File: src/shared/ptalm_pkg.sv
// Purpose: constants and types shared by the periodic timer and alarm irq block
// Assumes: 200 MHz aclk, registers reached over AXI4-Lite, one word per register
// Notes: Operation list below; byte address of a register is four times its index
//
// Operation
// - tick select 00=4096 Hz, 01=64 Hz, 10=1 Hz, 11=1/60 Hz drives countdown.
// - timer low on irq auto-releases after 122 us at 4096 Hz, else 7.813 ms.
// - halt or reset bit suspends 64 Hz, 1 Hz, 1/60 Hz ticks, not 4096 Hz.
// - 12-bit preset 1..4095; low byte in one register, high nibble in next.
// - count decrements per tick; one-to-zero step is an event setting the flag.
// - after each event the preset reloads and counting continues.
// - enable rising from zero to one restarts from the preset.
// - counter read gives preset while enabled, live unfrozen count while disabled.
// - counter registers are plain storage when timer and its irq are off.
// - clearing enable stops the timer but leaves a low irq alone.
// - event flag sticks until written zero; writing one does nothing.
// - clearing the event flag does not release a timer low on irq.
// - timer irq enable gates the low level; clearing it releases timer low.
// - irq is shared; one source disabled never blocks the other.
// - countdown starts at first serial clock fall after the enabling write.
// - 1/60 Hz ticks follow calendar minute updates; 1 Hz runs on its own.
// - first interval may be one tick short of tick period times preset.
// - alarm fires only on a fresh count into the match, then sets its flag.
// - alarm low never auto-releases; held until flag or enable cleared.
// - alarm enable falling releases an alarm low at once.
// - alarm flag cleared releases an alarm low at once.
// - match with alarm enable off still sets the flag, irq stays released.
// - timer low lasts only the release time; next event drives it again.
`default_nettype none
package ptalm_pkg;
  localparam int unsigned ADDR_W = 8;
  // register indices; byte address is index times four
  localparam logic [5:0] IDX_PRESET_LO = 6'h0B;
  localparam logic [5:0] IDX_PRESET_HI = 6'h0C;
  localparam logic [5:0] IDX_EXT = 6'h0D;
  localparam logic [5:0] IDX_FLAG = 6'h0E;
  localparam logic [5:0] IDX_CTRL = 6'h0F;
  localparam logic [5:0] IDX_AUX = 6'h10;
  // field positions
  localparam int unsigned BIT_RUN = 4;
  localparam int unsigned BIT_PEF = 4;
  localparam int unsigned BIT_AHF = 3;
  localparam int unsigned BIT_PIE = 4;
  localparam int unsigned BIT_AIE = 3;
  localparam int unsigned BIT_HALT = 1;
  localparam int unsigned BIT_RESET = 0;
  localparam int unsigned BIT_PIN = 1;
  localparam logic [7:0] EXT_KEEP_MASK = 8'h4C;
  localparam logic [11:0] PRESET_RST = 12'h000;
  localparam logic [1:0] RESP_OKAY = 2'h0;
  localparam logic [1:0] RESP_SLVERR = 2'h2;
  // timing
  localparam int unsigned CLK_PERIOD_PS = 5000;
  localparam int unsigned CLK_HZ = 200000000;
  localparam int unsigned OSC_HZ = 32768;
  localparam int unsigned OSC_DIV_CYC = CLK_HZ / OSC_HZ;
  localparam int unsigned AUTO_REL_FAST_NS = 122000;
  localparam int unsigned AUTO_REL_SLOW_NS = 7813000;
  // divide first: the slow time in ps would overflow 32 bits
  localparam int unsigned AUTO_REL_FAST_CYC = AUTO_REL_FAST_NS / (CLK_PERIOD_PS / 1000);
  localparam int unsigned AUTO_REL_SLOW_CYC = AUTO_REL_SLOW_NS / (CLK_PERIOD_PS / 1000);
  // tick masks: oscillator cycles per tick minus one
  localparam logic [14:0] OSC_PER_4096 = 15'h0007;
  localparam logic [14:0] OSC_PER_64 = 15'h01FF;
  localparam logic [14:0] OSC_PER_1 = 15'h7FFF;

  typedef enum logic [1:0] {
    PTALM_SEL_4096 = 2'h0,
    PTALM_SEL_64 = 2'h1,
    PTALM_SEL_1 = 2'h2,
    PTALM_SEL_MIN = 2'h3
  } ptalm_sel_t;

  typedef enum logic [2:0] {
    PTALM_ST_IDLE = 3'h1,
    PTALM_ST_ARMED = 3'h2,
    PTALM_ST_RUN = 3'h4
  } ptalm_tstate_t;

  typedef struct packed {
    ptalm_sel_t sel;
    logic hold;
  } ptalm_tick_cfg_t;
endpackage : ptalm_pkg
`default_nettype wire

File: src/hw/ptalm_sync.sv
// Purpose: two-stage synchroniser with falling edge pulse
// Assumes: input is asynchronous to aclk
// Notes: edge detect looks only at the second stage and later
`timescale 1ns/1ps
`default_nettype none
module ptalm_sync (
  input wire logic aclk,
  input wire logic aresetn,
  input wire logic async_i,
  output logic level_o,
  output logic fall_o
);
  logic meta_r;
  logic sync_r;
  logic prev_r;
  logic [1:0] fill_r;

  always_ff @(posedge aclk) begin
    if (!aresetn) begin
      meta_r <= 1'b1;
      sync_r <= 1'b1;
      prev_r <= 1'b1;
      fill_r <= 2'h0;
      fall_o <= 1'b0;
    end else begin
      meta_r <= async_i;
      sync_r <= meta_r;
      prev_r <= sync_r;
      // no edge until every stage holds a sampled value, so reset fakes none
      if (!(&fill_r)) begin
        fill_r <= fill_r + 2'h1;
      end
      fall_o <= (&fill_r) & prev_r & ~sync_r;
    end
  end

  assign level_o = prev_r;
endmodule : ptalm_sync
`default_nettype wire

File: src/hw/ptalm_tick_gen.sv
// Purpose: source clock ticks for the countdown
// Assumes: minute_i is a one-cycle pulse from the calendar on aclk
// Notes: 32.768 kHz oscillator is emulated by an aclk prescaler
`timescale 1ns/1ps
`default_nettype none
module ptalm_tick_gen #(
  parameter int unsigned OSC_DIV = ptalm_pkg::OSC_DIV_CYC
) (
  input wire logic aclk,
  input wire logic aresetn,
  input wire ptalm_pkg::ptalm_tick_cfg_t cfg_i,
  input wire logic minute_i,
  output logic tick_o
);
  logic [15:0] pre_r;
  logic [14:0] osc_r;
  logic osc_tick;
  logic [14:0] mask;
  logic raw;

  assign osc_tick = (pre_r == 16'(OSC_DIV - 1));

  always_comb begin
    mask = ptalm_pkg::OSC_PER_1;
    case (cfg_i.sel)
      ptalm_pkg::PTALM_SEL_4096: mask = ptalm_pkg::OSC_PER_4096;
      ptalm_pkg::PTALM_SEL_64: mask = ptalm_pkg::OSC_PER_64;
      default: mask = ptalm_pkg::OSC_PER_1;
    endcase
    // free-running divider, so 1 Hz is not tied to the seconds count
    raw = osc_tick && ((osc_r & mask) == mask);
    if (cfg_i.sel == ptalm_pkg::PTALM_SEL_MIN) begin
      raw = minute_i;
    end
    if (cfg_i.hold && (cfg_i.sel != ptalm_pkg::PTALM_SEL_4096)) begin
      raw = 1'b0;
    end
  end

  always_ff @(posedge aclk) begin
    if (!aresetn) begin
      pre_r <= 16'h0000;
      osc_r <= 15'h0000;
      tick_o <= 1'b0;
    end else begin
      pre_r <= osc_tick ? 16'h0000 : pre_r + 16'h0001;
      if (osc_tick) begin
        osc_r <= osc_r + 15'h0001;
      end
      tick_o <= raw;
    end
  end
endmodule : ptalm_tick_gen
`default_nettype wire

File: src/hw/ptalm_top.sv
// Purpose: periodic countdown timer and alarm flag sharing one open-drain irq
// Assumes: AXI4-Lite slave on aclk; serial_clk and irq pin are asynchronous
// Notes: alarm_match and minute_update come from calendar logic on aclk
`timescale 1ns/1ps
`default_nettype none
module ptalm_top #(
  parameter int unsigned REL_FAST_CYC = ptalm_pkg::AUTO_REL_FAST_CYC,
  parameter int unsigned REL_SLOW_CYC = ptalm_pkg::AUTO_REL_SLOW_CYC,
  parameter int unsigned OSC_DIV = ptalm_pkg::OSC_DIV_CYC
) (
  input wire logic aclk,
  input wire logic aresetn,
  input wire logic [7:0] s_axi_awaddr,
  input wire logic s_axi_awvalid,
  output logic s_axi_awready,
  input wire logic [31:0] s_axi_wdata,
  input wire logic [3:0] s_axi_wstrb,
  input wire logic s_axi_wvalid,
  output logic s_axi_wready,
  output logic [1:0] s_axi_bresp,
  output logic s_axi_bvalid,
  input wire logic s_axi_bready,
  input wire logic [7:0] s_axi_araddr,
  input wire logic s_axi_arvalid,
  output logic s_axi_arready,
  output logic [31:0] s_axi_rdata,
  output logic [1:0] s_axi_rresp,
  output logic s_axi_rvalid,
  input wire logic s_axi_rready,
  input wire logic serial_clk,
  input wire logic alarm_match,
  input wire logic minute_update,
  input wire logic irq_n_i,
  output logic irq_n_o,
  output logic irq_n_oe_n
);
  typedef struct packed {
    logic awready;
    logic wready;
    logic bvalid;
    logic [1:0] bresp;
    logic aw_held;
    logic w_held;
    logic [5:0] aw_idx;
    logic [7:0] wbyte;
    logic wlane;
    logic arready;
    logic rvalid;
    logic [1:0] rresp;
    logic [31:0] rdata;
    logic [11:0] preset;
    logic [11:0] count;
    logic timer_run;
    ptalm_pkg::ptalm_sel_t sel;
    logic [7:0] ext_keep;
    logic period_event_flag;
    logic alarm_hit_flag;
    logic period_int_enable;
    logic alarm_int_enable;
    logic halt;
    logic reset_bit;
    ptalm_pkg::ptalm_tstate_t tstate;
    logic tmr_low;
    logic alm_low;
    logic [31:0] rel_cnt;
    logic match_prev;
    logic irq_oe_n;
    logic pin_lvl;
  } ptalm_state_t;

  ptalm_state_t st_r;
  ptalm_state_t st_nxt;
  logic sclk_fall;
  logic irq_level;
  logic tick;
  ptalm_pkg::ptalm_tick_cfg_t tick_cfg;

  ptalm_sync u_sclk_sync (
    .aclk(aclk),
    .aresetn(aresetn),
    .async_i(serial_clk),
    .level_o(),
    .fall_o(sclk_fall)
  );

  ptalm_sync u_irq_sync (
    .aclk(aclk),
    .aresetn(aresetn),
    .async_i(irq_n_i),
    .level_o(irq_level),
    .fall_o()
  );

  assign tick_cfg.sel = st_r.sel;
  assign tick_cfg.hold = st_r.halt | st_r.reset_bit;

  ptalm_tick_gen #(
    .OSC_DIV(OSC_DIV)
  ) u_tick (
    .aclk(aclk),
    .aresetn(aresetn),
    .cfg_i(tick_cfg),
    .minute_i(minute_update),
    .tick_o(tick)
  );

  function automatic logic [1:0] idx_resp(input logic [5:0] idx);
    logic [1:0] r;
    r = ptalm_pkg::RESP_SLVERR;
    if (idx >= ptalm_pkg::IDX_PRESET_LO && idx <= ptalm_pkg::IDX_AUX) begin
      r = ptalm_pkg::RESP_OKAY;
    end
    return r;
  endfunction : idx_resp

  function automatic logic [7:0] read_reg(input ptalm_state_t s, input logic [5:0] idx,
                                          input logic pin);
    logic [7:0] v;
    v = 8'h00;
    case (idx)
      ptalm_pkg::IDX_PRESET_LO: v = s.timer_run ? s.preset[7:0] : s.count[7:0];
      ptalm_pkg::IDX_PRESET_HI: v = {4'h0, s.timer_run ? s.preset[11:8] : s.count[11:8]};
      ptalm_pkg::IDX_EXT: begin
        v = s.ext_keep;
        v[ptalm_pkg::BIT_RUN] = s.timer_run;
        v[1:0] = s.sel;
      end
      ptalm_pkg::IDX_FLAG: begin
        v[ptalm_pkg::BIT_PEF] = s.period_event_flag;
        v[ptalm_pkg::BIT_AHF] = s.alarm_hit_flag;
      end
      ptalm_pkg::IDX_CTRL: begin
        v[ptalm_pkg::BIT_PIE] = s.period_int_enable;
        v[ptalm_pkg::BIT_AIE] = s.alarm_int_enable;
        v[ptalm_pkg::BIT_HALT] = s.halt;
      end
      ptalm_pkg::IDX_AUX: begin
        v[ptalm_pkg::BIT_RESET] = s.reset_bit;
        v[ptalm_pkg::BIT_PIN] = pin;
      end
      default: v = 8'h00;
    endcase
    return v;
  endfunction : read_reg

  always_comb begin
    logic wr_fire;
    logic [7:0] wd;
    logic period_event;
    logic match_rise;
    logic [31:0] rel_last;
    wr_fire = 1'b0;
    wd = 8'h00;
    period_event = 1'b0;
    match_rise = 1'b0;
    rel_last = 32'h0000_0000;
    st_nxt = st_r;

    // write address and data may arrive in either order
    if (s_axi_awvalid && st_r.awready) begin
      st_nxt.aw_held = 1'b1;
      st_nxt.aw_idx = s_axi_awaddr[7:2];
      st_nxt.awready = 1'b0;
    end
    if (s_axi_wvalid && st_r.wready) begin
      st_nxt.w_held = 1'b1;
      st_nxt.wbyte = s_axi_wdata[7:0];
      st_nxt.wlane = s_axi_wstrb[0];
      st_nxt.wready = 1'b0;
    end
    if (st_r.bvalid && s_axi_bready) begin
      st_nxt.bvalid = 1'b0;
      st_nxt.awready = 1'b1;
      st_nxt.wready = 1'b1;
    end
    wr_fire = st_r.aw_held && st_r.w_held && !st_r.bvalid;
    wd = st_r.wbyte;
    if (wr_fire) begin
      st_nxt.aw_held = 1'b0;
      st_nxt.w_held = 1'b0;
      st_nxt.bvalid = 1'b1;
      st_nxt.bresp = idx_resp(st_r.aw_idx);
    end

    if (wr_fire && st_r.wlane) begin
      case (st_r.aw_idx)
        ptalm_pkg::IDX_PRESET_LO: begin
          st_nxt.preset[7:0] = wd;
          if (!st_r.timer_run) begin
            st_nxt.count[7:0] = wd;
          end
        end
        ptalm_pkg::IDX_PRESET_HI: begin
          st_nxt.preset[11:8] = wd[3:0];
          if (!st_r.timer_run) begin
            st_nxt.count[11:8] = wd[3:0];
          end
        end
        ptalm_pkg::IDX_EXT: begin
          st_nxt.sel = ptalm_pkg::ptalm_sel_t'(wd[1:0]);
          st_nxt.ext_keep = wd & ptalm_pkg::EXT_KEEP_MASK;
          st_nxt.timer_run = wd[ptalm_pkg::BIT_RUN];
          if (wd[ptalm_pkg::BIT_RUN] && !st_r.timer_run) begin
            st_nxt.tstate = ptalm_pkg::PTALM_ST_ARMED;
          end else if (!wd[ptalm_pkg::BIT_RUN]) begin
            st_nxt.tstate = ptalm_pkg::PTALM_ST_IDLE;
          end
        end
        ptalm_pkg::IDX_FLAG: begin
          // a one written to a flag is ignored
          if (!wd[ptalm_pkg::BIT_PEF]) begin
            st_nxt.period_event_flag = 1'b0;
          end
          if (!wd[ptalm_pkg::BIT_AHF]) begin
            st_nxt.alarm_hit_flag = 1'b0;
          end
        end
        ptalm_pkg::IDX_CTRL: begin
          st_nxt.period_int_enable = wd[ptalm_pkg::BIT_PIE];
          st_nxt.alarm_int_enable = wd[ptalm_pkg::BIT_AIE];
          st_nxt.halt = wd[ptalm_pkg::BIT_HALT];
        end
        ptalm_pkg::IDX_AUX: st_nxt.reset_bit = wd[ptalm_pkg::BIT_RESET];
        default: st_nxt.reset_bit = st_r.reset_bit;
      endcase
    end

    // read channel: one read in flight, data from a register
    if (st_r.rvalid && s_axi_rready) begin
      st_nxt.rvalid = 1'b0;
      st_nxt.arready = 1'b1;
    end
    if (s_axi_arvalid && st_r.arready) begin
      st_nxt.arready = 1'b0;
      st_nxt.rvalid = 1'b1;
      st_nxt.rresp = idx_resp(s_axi_araddr[7:2]);
      st_nxt.rdata = {24'h000000, read_reg(st_r, s_axi_araddr[7:2], irq_level)};
    end

    // countdown; the live count is not frozen while it is read
    case (st_r.tstate)
      ptalm_pkg::PTALM_ST_IDLE: begin
        // stopped: count holds, so a read sees a steady live value
        st_nxt.tstate = st_nxt.tstate;
      end
      ptalm_pkg::PTALM_ST_ARMED: begin
        if (sclk_fall && st_nxt.tstate == ptalm_pkg::PTALM_ST_ARMED) begin
          st_nxt.count = st_r.preset;
          st_nxt.tstate = ptalm_pkg::PTALM_ST_RUN;
        end
      end
      ptalm_pkg::PTALM_ST_RUN: begin
        // tick phase is free-running, so the first interval may be short
        if (tick && st_nxt.tstate == ptalm_pkg::PTALM_ST_RUN) begin
          if (st_r.count <= 12'h001) begin
            period_event = 1'b1;
            st_nxt.count = st_r.preset;
          end else begin
            st_nxt.count = st_r.count - 12'h001;
          end
        end
      end
      default: st_nxt.tstate = ptalm_pkg::PTALM_ST_IDLE;
    endcase

    // hardware set wins over a software clear in the same cycle
    if (period_event) begin
      st_nxt.period_event_flag = 1'b1;
    end

    rel_last = (st_r.sel == ptalm_pkg::PTALM_SEL_4096) ? 32'(REL_FAST_CYC - 1)
                                                       : 32'(REL_SLOW_CYC - 1);
    if (st_r.tmr_low) begin
      // clearing the run bit or the flag leaves this alone
      if (st_r.rel_cnt >= rel_last) begin
        st_nxt.tmr_low = 1'b0;
      end else begin
        st_nxt.rel_cnt = st_r.rel_cnt + 32'h0000_0001;
      end
    end
    if (period_event && st_nxt.period_int_enable) begin
      st_nxt.tmr_low = 1'b1;
      st_nxt.rel_cnt = 32'h0000_0000;
    end
    if (!st_nxt.period_int_enable) begin
      st_nxt.tmr_low = 1'b0;
    end

    // only a fresh entry into the match counts as an alarm
    st_nxt.match_prev = alarm_match;
    match_rise = alarm_match && !st_r.match_prev;
    if (match_rise) begin
      st_nxt.alarm_hit_flag = 1'b1;
      if (st_nxt.alarm_int_enable) begin
        st_nxt.alm_low = 1'b1;
      end
    end
    if (!st_nxt.alarm_int_enable) begin
      st_nxt.alm_low = 1'b0;
    end
    if (!st_nxt.alarm_hit_flag) begin
      st_nxt.alm_low = 1'b0;
    end

    // wired sources: either one holds the pin low
    // each source keeps its own flop, so releasing one never frees the other
    st_nxt.irq_oe_n = 1'b1;
    if (st_nxt.tmr_low) begin
      st_nxt.irq_oe_n = 1'b0;
    end
    if (st_nxt.alm_low) begin
      st_nxt.irq_oe_n = 1'b0;
    end
    // the pin data never leaves low; only the enable moves
    st_nxt.pin_lvl = 1'b0;
  end

  always_ff @(posedge aclk) begin
    if (!aresetn) begin
      st_r <= '0;
      st_r.awready <= 1'b1;
      st_r.wready <= 1'b1;
      st_r.arready <= 1'b1;
      st_r.preset <= ptalm_pkg::PRESET_RST;
      st_r.count <= ptalm_pkg::PRESET_RST;
      st_r.tstate <= ptalm_pkg::PTALM_ST_IDLE;
      st_r.irq_oe_n <= 1'b1;
    end else begin
      st_r <= st_nxt;
    end
  end

  assign s_axi_awready = st_r.awready;
  assign s_axi_wready = st_r.wready;
  assign s_axi_bvalid = st_r.bvalid;
  assign s_axi_bresp = st_r.bresp;
  assign s_axi_arready = st_r.arready;
  assign s_axi_rvalid = st_r.rvalid;
  assign s_axi_rresp = st_r.rresp;
  assign s_axi_rdata = st_r.rdata;
  assign irq_n_oe_n = st_r.irq_oe_n;
  // driven level is always low; the enable alone makes it open drain
  assign irq_n_o = st_r.pin_lvl;
endmodule : ptalm_top
`default_nettype wire

File: config.mk
export PLATFORM = sky130hd
export DESIGN_NAME = ptalm_top
export DESIGN_NICKNAME = d
export VERILOG_FILES = /design/src/shared/ptalm_pkg.sv /design/src/hw/ptalm_sync.sv /design/src/hw/ptalm_tick_gen.sv /design/src/hw/ptalm_top.sv
export SDC_FILE = /design/constraint.sdc
export NUM_CORES = 1
export LEC_CHECK = 0
export ABC_AREA = 1
export BUFFER_PORTS_ARGS = -buffer_cell sky130_fd_sc_hd__buf_2
export CORE_ASPECT_RATIO = 1.5
export CORE_MARGIN = 8
export CORE_UTILIZATION = 60
export CTS_CLUSTER_DIAMETER = 30
export DETAILED_ROUTE_END_ITERATION = 10
export PLACE_DENSITY = 0.83
export RECOVER_POWER = 50
export SLEW_MARGIN = 5
export SYNTH_ARGS = -nofsm -noshare
export SYNTH_HDL_FRONTEND = slang
export SYNTH_SLANG_ARGS = --single-unit
File: constraint.sdc
create_clock -name aclk -period 5.4 [get_ports aclk]
set_input_delay 0.27 -clock aclk [delete_from_list [all_inputs] [get_ports aclk]]
set_output_delay 0.27 -clock aclk [all_outputs]
set_load 0.01 [all_outputs]
==> results of run 1 <==
power by group:
group	switching, mW	total [mW]	internal [mW]
logic	0.0881	0.126	0.0379
registers	0.0231	1.14	1.12
clock network	0.491	1.27	0.782
sequential cells by signal, indices dropped and copies added (netlist names), 2 cells and up:
signal	count
u_tick.osc_r	15
s_axi_rdata	8
u_tick.pre_r	16
st_r	91
u_sclk_sync.fill_r	2
cells by family after synthesis:
logic type	count (synthesis)
AOI/OAI and AO/OA	206
xor gates and xnor gates	25
adders and majority gates	13
buffers and inverters	212
DFF	148
other	1
and+or+nand+nor	532
routing by layer:
metal  share of wire, %  global-route usage (%)
met5                  0                       0
met4                4.0                   12.05
met3                6.0                   4.544
met2                 53                   42.45
met1                 37                   24.42
cell usage after synthesis, drive strengths merged:
cell type,n
a211oi,3
a21boi,1
a21oi,94
a22oi,1
a31oi,5
and2,1
and3,1
buf,48
clkbuf,18
clkinv,2
conb,1
dfxtp,148
ha,13
inv,144
nand2,225
nand3,83
nand4,28
nor2,146
nor3,29
nor3b,5
nor4,7
o2111ai,3
o211a,2
o211ai,17
o21a,3
o21ai,71
o21bai,6
or2,7
xnor2,5
xor2,20
how the worst max path moves through the flow:
stage	slack (ns)	to	start
after floorplan	3.35	st_r[3]	st_r[54]
after global placement	2.88	st_r[18]	st_r[56]
after detailed placement	2.83	st_r[21]	st_r[54]
after CTS	2.82	st_r[18]	st_r[56]
after global routing	1.69	irq_n_oe_n	aresetn
final	1.92	irq_n_oe_n	aresetn
cell type report:
type                       count  area, um2
inverter                     146      549.3
sequential                   148       2963
tap                          159      198.9
fill                        1132       4282
multi-input combinational    803       4158
clock inverter                14      201.4
clock buffer                  18      429.2
timing repair buffer          51      236.5
worst max-delay path, stage by stage:
cell      delay [ns]
clkbuf_1        1.09
clkbuf_1        0.76
inv_1           0.08
clkbuf_1        0.84
nor2_1          0.37
a21boi_1        0.26
nor2_1          0.06
through the flow:
stage	power, mW	utilization, %	setup WS [ns]	cells	instance area, um2
floorplan	1.265	-	3.351	1163	8109
global placement	1.287	62.60	2.884	1307	8149
detailed placement	1.292	62.60	2.835	1307	8149
CTS	2.551	67.45	2.819	1339	8780
global route	2.614	67.11	1.685	1339	8736
finish	2.541	67.11	1.916	1339	8736
==> results.md, run 1 <==
- DRC: 0
- Final hold vios: 0
- Largest net degree at the start of global routing: 41
- Clk_lat worst skew: 0.42 ns
- Clock-pin slew on the worst setup and hold paths: 0.06 ns
- Post-synth top area cell: dfxtp_1
- Unrepaired setup endpoints after global routing: false
- Num CTS Buffers: 17
- Post-DP HPWL: 14,220 um
- Clock Sinks: 148
- Port Buffer Count: 47
- CP Launch Type: primary input
- Commonest non-fill, non-tap cells in the layout: 215 x nand2_1, 148 x dfxtp_1, 138 x nor2_1
- Initial core utilization: 61.54%
- GRT overflow: 0
- Worst r2r src: s_axi_bvalid
- Mux share of post-synthesis cell area: 0%
- Commonest non-fill, non-tap cell in the layout: nand2_1
- Die X: 110.4 um
- DR vias/cell: 5.569
- Boundary Pins: 106
- PwrDens: 290.8 mW/mm2
- Sequential cell area fraction in the yosys report: 36.98%
- CTS root buf: clkbuf_16
- Vias: 7,457
- Core Rows: 51
- N_diodes: 0
- Setup violations, final: 0
- Core area: 0.01302 mm2
- Adder-cell share of the synthesized area: 2.030%
- Die area: 0.01738 mm2
- Crit Path Max Fanout: 40
- Initial DRC count: 526
- Period utilization: 64.52%
- Syn avg cell area: 7.046 um2
- Hold depth: 2
- Worst endpoint data arrival time: 3.79 ns
- Hold EP: u_sclk_sync.meta_r
- Complex-gate fraction of the synthesized area: 15.02%
- Status: finished, violations left
- Actual slew at the worst max-slew pin: 2.183 ns
- Post-DR wirelength/cell: 14.92 um
- Hold slack: 0.05219 ns
- Antenna Violating Nets Remaining: 0
- Min Tclk post-route: 3.484 ns
- Global-route wire length before repair: 32,680 um
- Die Ht: 157.5 um
- Share of layout cells above drive strength 1: 11.95%
- Post-Syn Area: 0.008011 mm2
- Min-delay worst type: in -> reg
- Area Growth Syn to Fin: 9.043%
- Post-synthesis cell type count: 50
- Post-Synthesis Cells: 1,137
- CTS H-tree lvls: 4
- Clk buf depth: 2
- Leak: 3.540 nW
- Post-Route Skew: 0.008955 ns
- Top cell type's share of synthesized area: 36.98%
- Hold-fix buffers at CTS: 0
- Final WL: 19,980 um
- Achievable Freq: 287.0 MHz
- Final GP Congestion: 0.9451
- Synth Register Bits: 148
- Fin. max-slew vios: 77
- Simple-gate portion of the synthesized area: 30.99%
- Max-Cap Viols: 2
- Fin Setup TNS: 0 ns
- Critical Path RT: 5.71 ns
- Worst IR Drop VDD: 224.6 uV
- RR Endpoint: st_r[61]
- Relative slew slack: -45.57%
- CP endpoint kind: flip-flop
- Main combinational cell family by area after synthesis: simple AND/OR/NAND/NOR gates
- Largest cells by area after synthesis: dfxtp_1 37%, nand2_1 10%, nor2_1 6.4%
- Beginning of the worst hold path: serial_clk
- Post-Synth XOR/XNOR Area: 2.733%
- YS warnings: 0
- CTS tree: done
- Initial antenna violation count: 0
- Initial DRT Pass Iterations: 5
- R2R setup slack: 2.53 ns
- Vias in the first global route: 7,089
- Failing checks: capacitance limit, slew limit
- Gates resized, CTS repair: 0
- Reg2reg path depth: 10
- Critical path type: in -> reg
- Total track usage: 23.39%
- Nets: 1,243
- Post-CTS Setup Inserts: 0
Note: power is estimated with default switching activity, not from simulation.
==> run 2: changes to the inputs <==
- CORE_UTILIZATION: 60 -> 53
- PLACE_DENSITY: 0.83 -> 0.78
- clock period: 5.4 -> 3.2 ns (I/O delays scaled with it)
==> run 2 against run 1 <==
Compared with the run above:
- sequential share of layout area fell by 0.30 points
- non-clock buffer count grew 9
- via count shrank 1.0%
- largest cell class unchanged
- critical path depth grew 3
- first-iteration DRC count decreased by 23%
- die area increased by 12%
- the flow still finishes with violations (capacitance limit, slew limit)
- global-route usage shrank 2.2 points
==> results.md, run 2 (synthesis gave the netlist of run 1 again) <==
- Min Tclk post-route: 2.742 ns
- Worst IR Drop VDD: 282.1 uV (+26%)
- GRT overflow: 0 (unchanged)
- CTS root buf: clkbuf_16
- Port Buffer Count: 47 (unchanged)
- Clk buf depth: 2 (unchanged)
- Clk_lat worst skew: 0.42 ns (about the same)
- CP endpoint kind: flip-flop
- Initial core utilization: 53.65% (-7.9 points)
- Vias in the first global route: 7,130 (+0.58%)
- Initial DRC count: 407 (-23%)
- Initial DRT Pass Iterations: 5 (unchanged)
- Clock Sinks: 148 (unchanged)
- CP max stage cell: nor2_1
- Hold depth: 3 (+1)
- Actual slew at the worst max-slew pin: 2.264 ns (+0.08040 ns)
- Setup WS pre-CTS: 0.6865 ns (-2.148 ns)
- Antenna Violating Nets Remaining: 0 (unchanged)
- Layout Cells excl Fill: 1,386 (+3.5%)
- DRC: 0 (unchanged)
- Max reg flops: 91 (unchanged)
- Leak: 3.545 nW (+0.16%)
- Share of layout cells above drive strength 1: 11.96% (+0.014 points)
- Post-Route Skew: 0.007473 ns (-0.001482 ns)
- Setup violations, final: 0 (unchanged)
- Failing checks: capacitance limit, slew limit
- Fin Setup TNS: 0 ns (unchanged)
- Global-route wire length before repair: 32,910 um (+0.72%)
- Largest net degree at the start of global routing: 41 (unchanged)
- Critical path type: reg -> reg
- Relative slew slack: -50.93% (-5.4 points)
- Boundary Pins: 106 (unchanged)
- Largest Register: st_r
- Final GP Congestion: 0.9155 (-3.1%)
- Total power: 4.071 mW (+60%)
- Commonest non-fill, non-tap cell in the layout: nand2_1
- Final hold vios: 0 (unchanged)
- Final WL: 20,130 um (+0.73%)
- Nets: 1,252 (+0.72%)
- Inst Count DP: 1,348 (+3.1%)
- CTS tree: done
- Crit path cell chain: inv_1, nand3_1, nor2_1, nand2_2, nor2_2, inv_2, nor2_1, a21oi_1, nand2_1, a21oi_1
- Final Util: 59.03% (-8.1 points)
- Achievable Freq: 364.7 MHz
- Reg2reg path depth: 10 (unchanged)
- Unrepaired setup endpoints after global routing: false
- Largest regs: st_r (91), u_tick.pre_r (16), u_tick.osc_r (15)
- Num CTS Buffers: 17 (unchanged)
- Clock-pin slew on the worst setup and hold paths: 0.06 ns (about the same)
- Die area: 0.01939 mm2 (+12%)
- Area Growth Syn to Fin: 10.03%
- Post-DR wirelength/cell: 14.52 um (-2.7%)
- Total track usage: 21.21% (-2.2 points)
- Final WS setup: 0.4582 ns (-1.457 ns)
- Die X: 116.4 um (+5.5%)
- CTS H-tree lvls: 4 (unchanged)
- DR vias/cell: 5.324 (-4.4%)
- PwrDens: 461.8 mW/mm2 (+59%)
- Post-DP HPWL: 14,650 um (+3.1%)
- Initial antenna violation count: 0 (unchanged)
- Die Ht: 166.6 um (+5.8%)
- Post-CTS Setup Inserts: 0 (unchanged)
- Peak per-stage delay on the critical path: 0.81 ns (-0.28 ns)
- Critical Path RT: 3.40 ns (-2.31 ns)
- Core Rows: 55 (+7.8%)
- CP Launch Type: flip-flop
- Vias: 7,379 (-1.0%)
- N_diodes: 0 (unchanged)
- Core area: 0.01493 mm2 (+15%)
- Worst endpoint data arrival time: 2.94 ns (-0.85 ns)
- Crit Path Max Fanout: 11 (-73%)
- Period utilization: 85.68%
- Fin. max-slew vios: 41 (-47%)
- Status: finished, violations left
- Max-Cap Viols: 1 (-1)
- Min-delay worst type: in -> reg
- Commonest non-fill, non-tap cells in the layout: 214 x nand2_1, 148 x dfxtp_1, 138 x nor2_1
-- run 2: cell types whose count changed in the layout (fill, tap and decap cells not counted), moves of 2 or more --
cell and change:
bufinv_16 -3, clkinv_4 -2, inv_6 -3, clkinvlp_4 +2, dlygate4sd3_1 +8, clkbuf_8 +5
-- run 2: timing repair --
item,4_1_cts,5_1_grt
hold buffers,8,0
gates resized for setup,0,0
hold endpoints to repair,9,0
-- run 2: critical path: cells and delay by family (launching register included) --
| kind | cells | cell delay, ns |
|---|---|---|
| buf+inv | 2 | 0.27 |
| flops | 1 | 0.32 |
| compound gates | 2 | 0.11 |
| simple gates | 6 | 1.81 |
-- run 2: metrics by stage --
stage | hold slack, ns | cell area, um2
2_1_floorplan | 0.2576 | 8109
3_3_place_gp | 0.3464 | 8207
3_5_place_dp | 0.3539 | 8207
4_1_cts | 0.01282 | 8857
5_1_grt | 0.03425 | 8815
6_report | 0.01231 | 8815
-- run 2: path summary, 6_finish.rpt --
path | from | end | slack (ns)
setup / recovery | s_axi_bvalid | st_r[58] | 0.46
hold reg to reg | u_irq_sync.meta_r | u_irq_sync.sync_r | 0.42
setup reg to reg | s_axi_bvalid | st_r[58] | 0.46
hold / removal | s_axi_wdata[7] | st_r[125] | 0.01
-- run 2: power breakdown --
part | switching (mW) | internal, mW | leakage (nW)
clock network | 0.763 | 1.16 | 0.276
registers | 0.0371 | 1.89 | 1.20
logic | 0.151 | 0.0709 | 2.07
total | 0.951 | 3.12 | 3.55
-- run 2: per-layer routing --
metal  part of all wire (%)  global-route usage (%)  vias to the layer above
met5                      0                       0                        -
li1                       -                       -                     3735
met3                    4.5                   4.272                       54
met2                     53                   38.95                      191
met4                    4.1                   11.56                        0
met1                     38                   21.45                     3399
-- run 2: final cells by class --
type                       instances  area [um2]
fill                            1427        6118
clock inverter                     8       76.32
multi-input combinational        803        4160
tap                              199       249.0
clock buffer                      22       494.2
sequential                       148        2963
inverter                         146       549.3
timing repair buffer              60       322.8
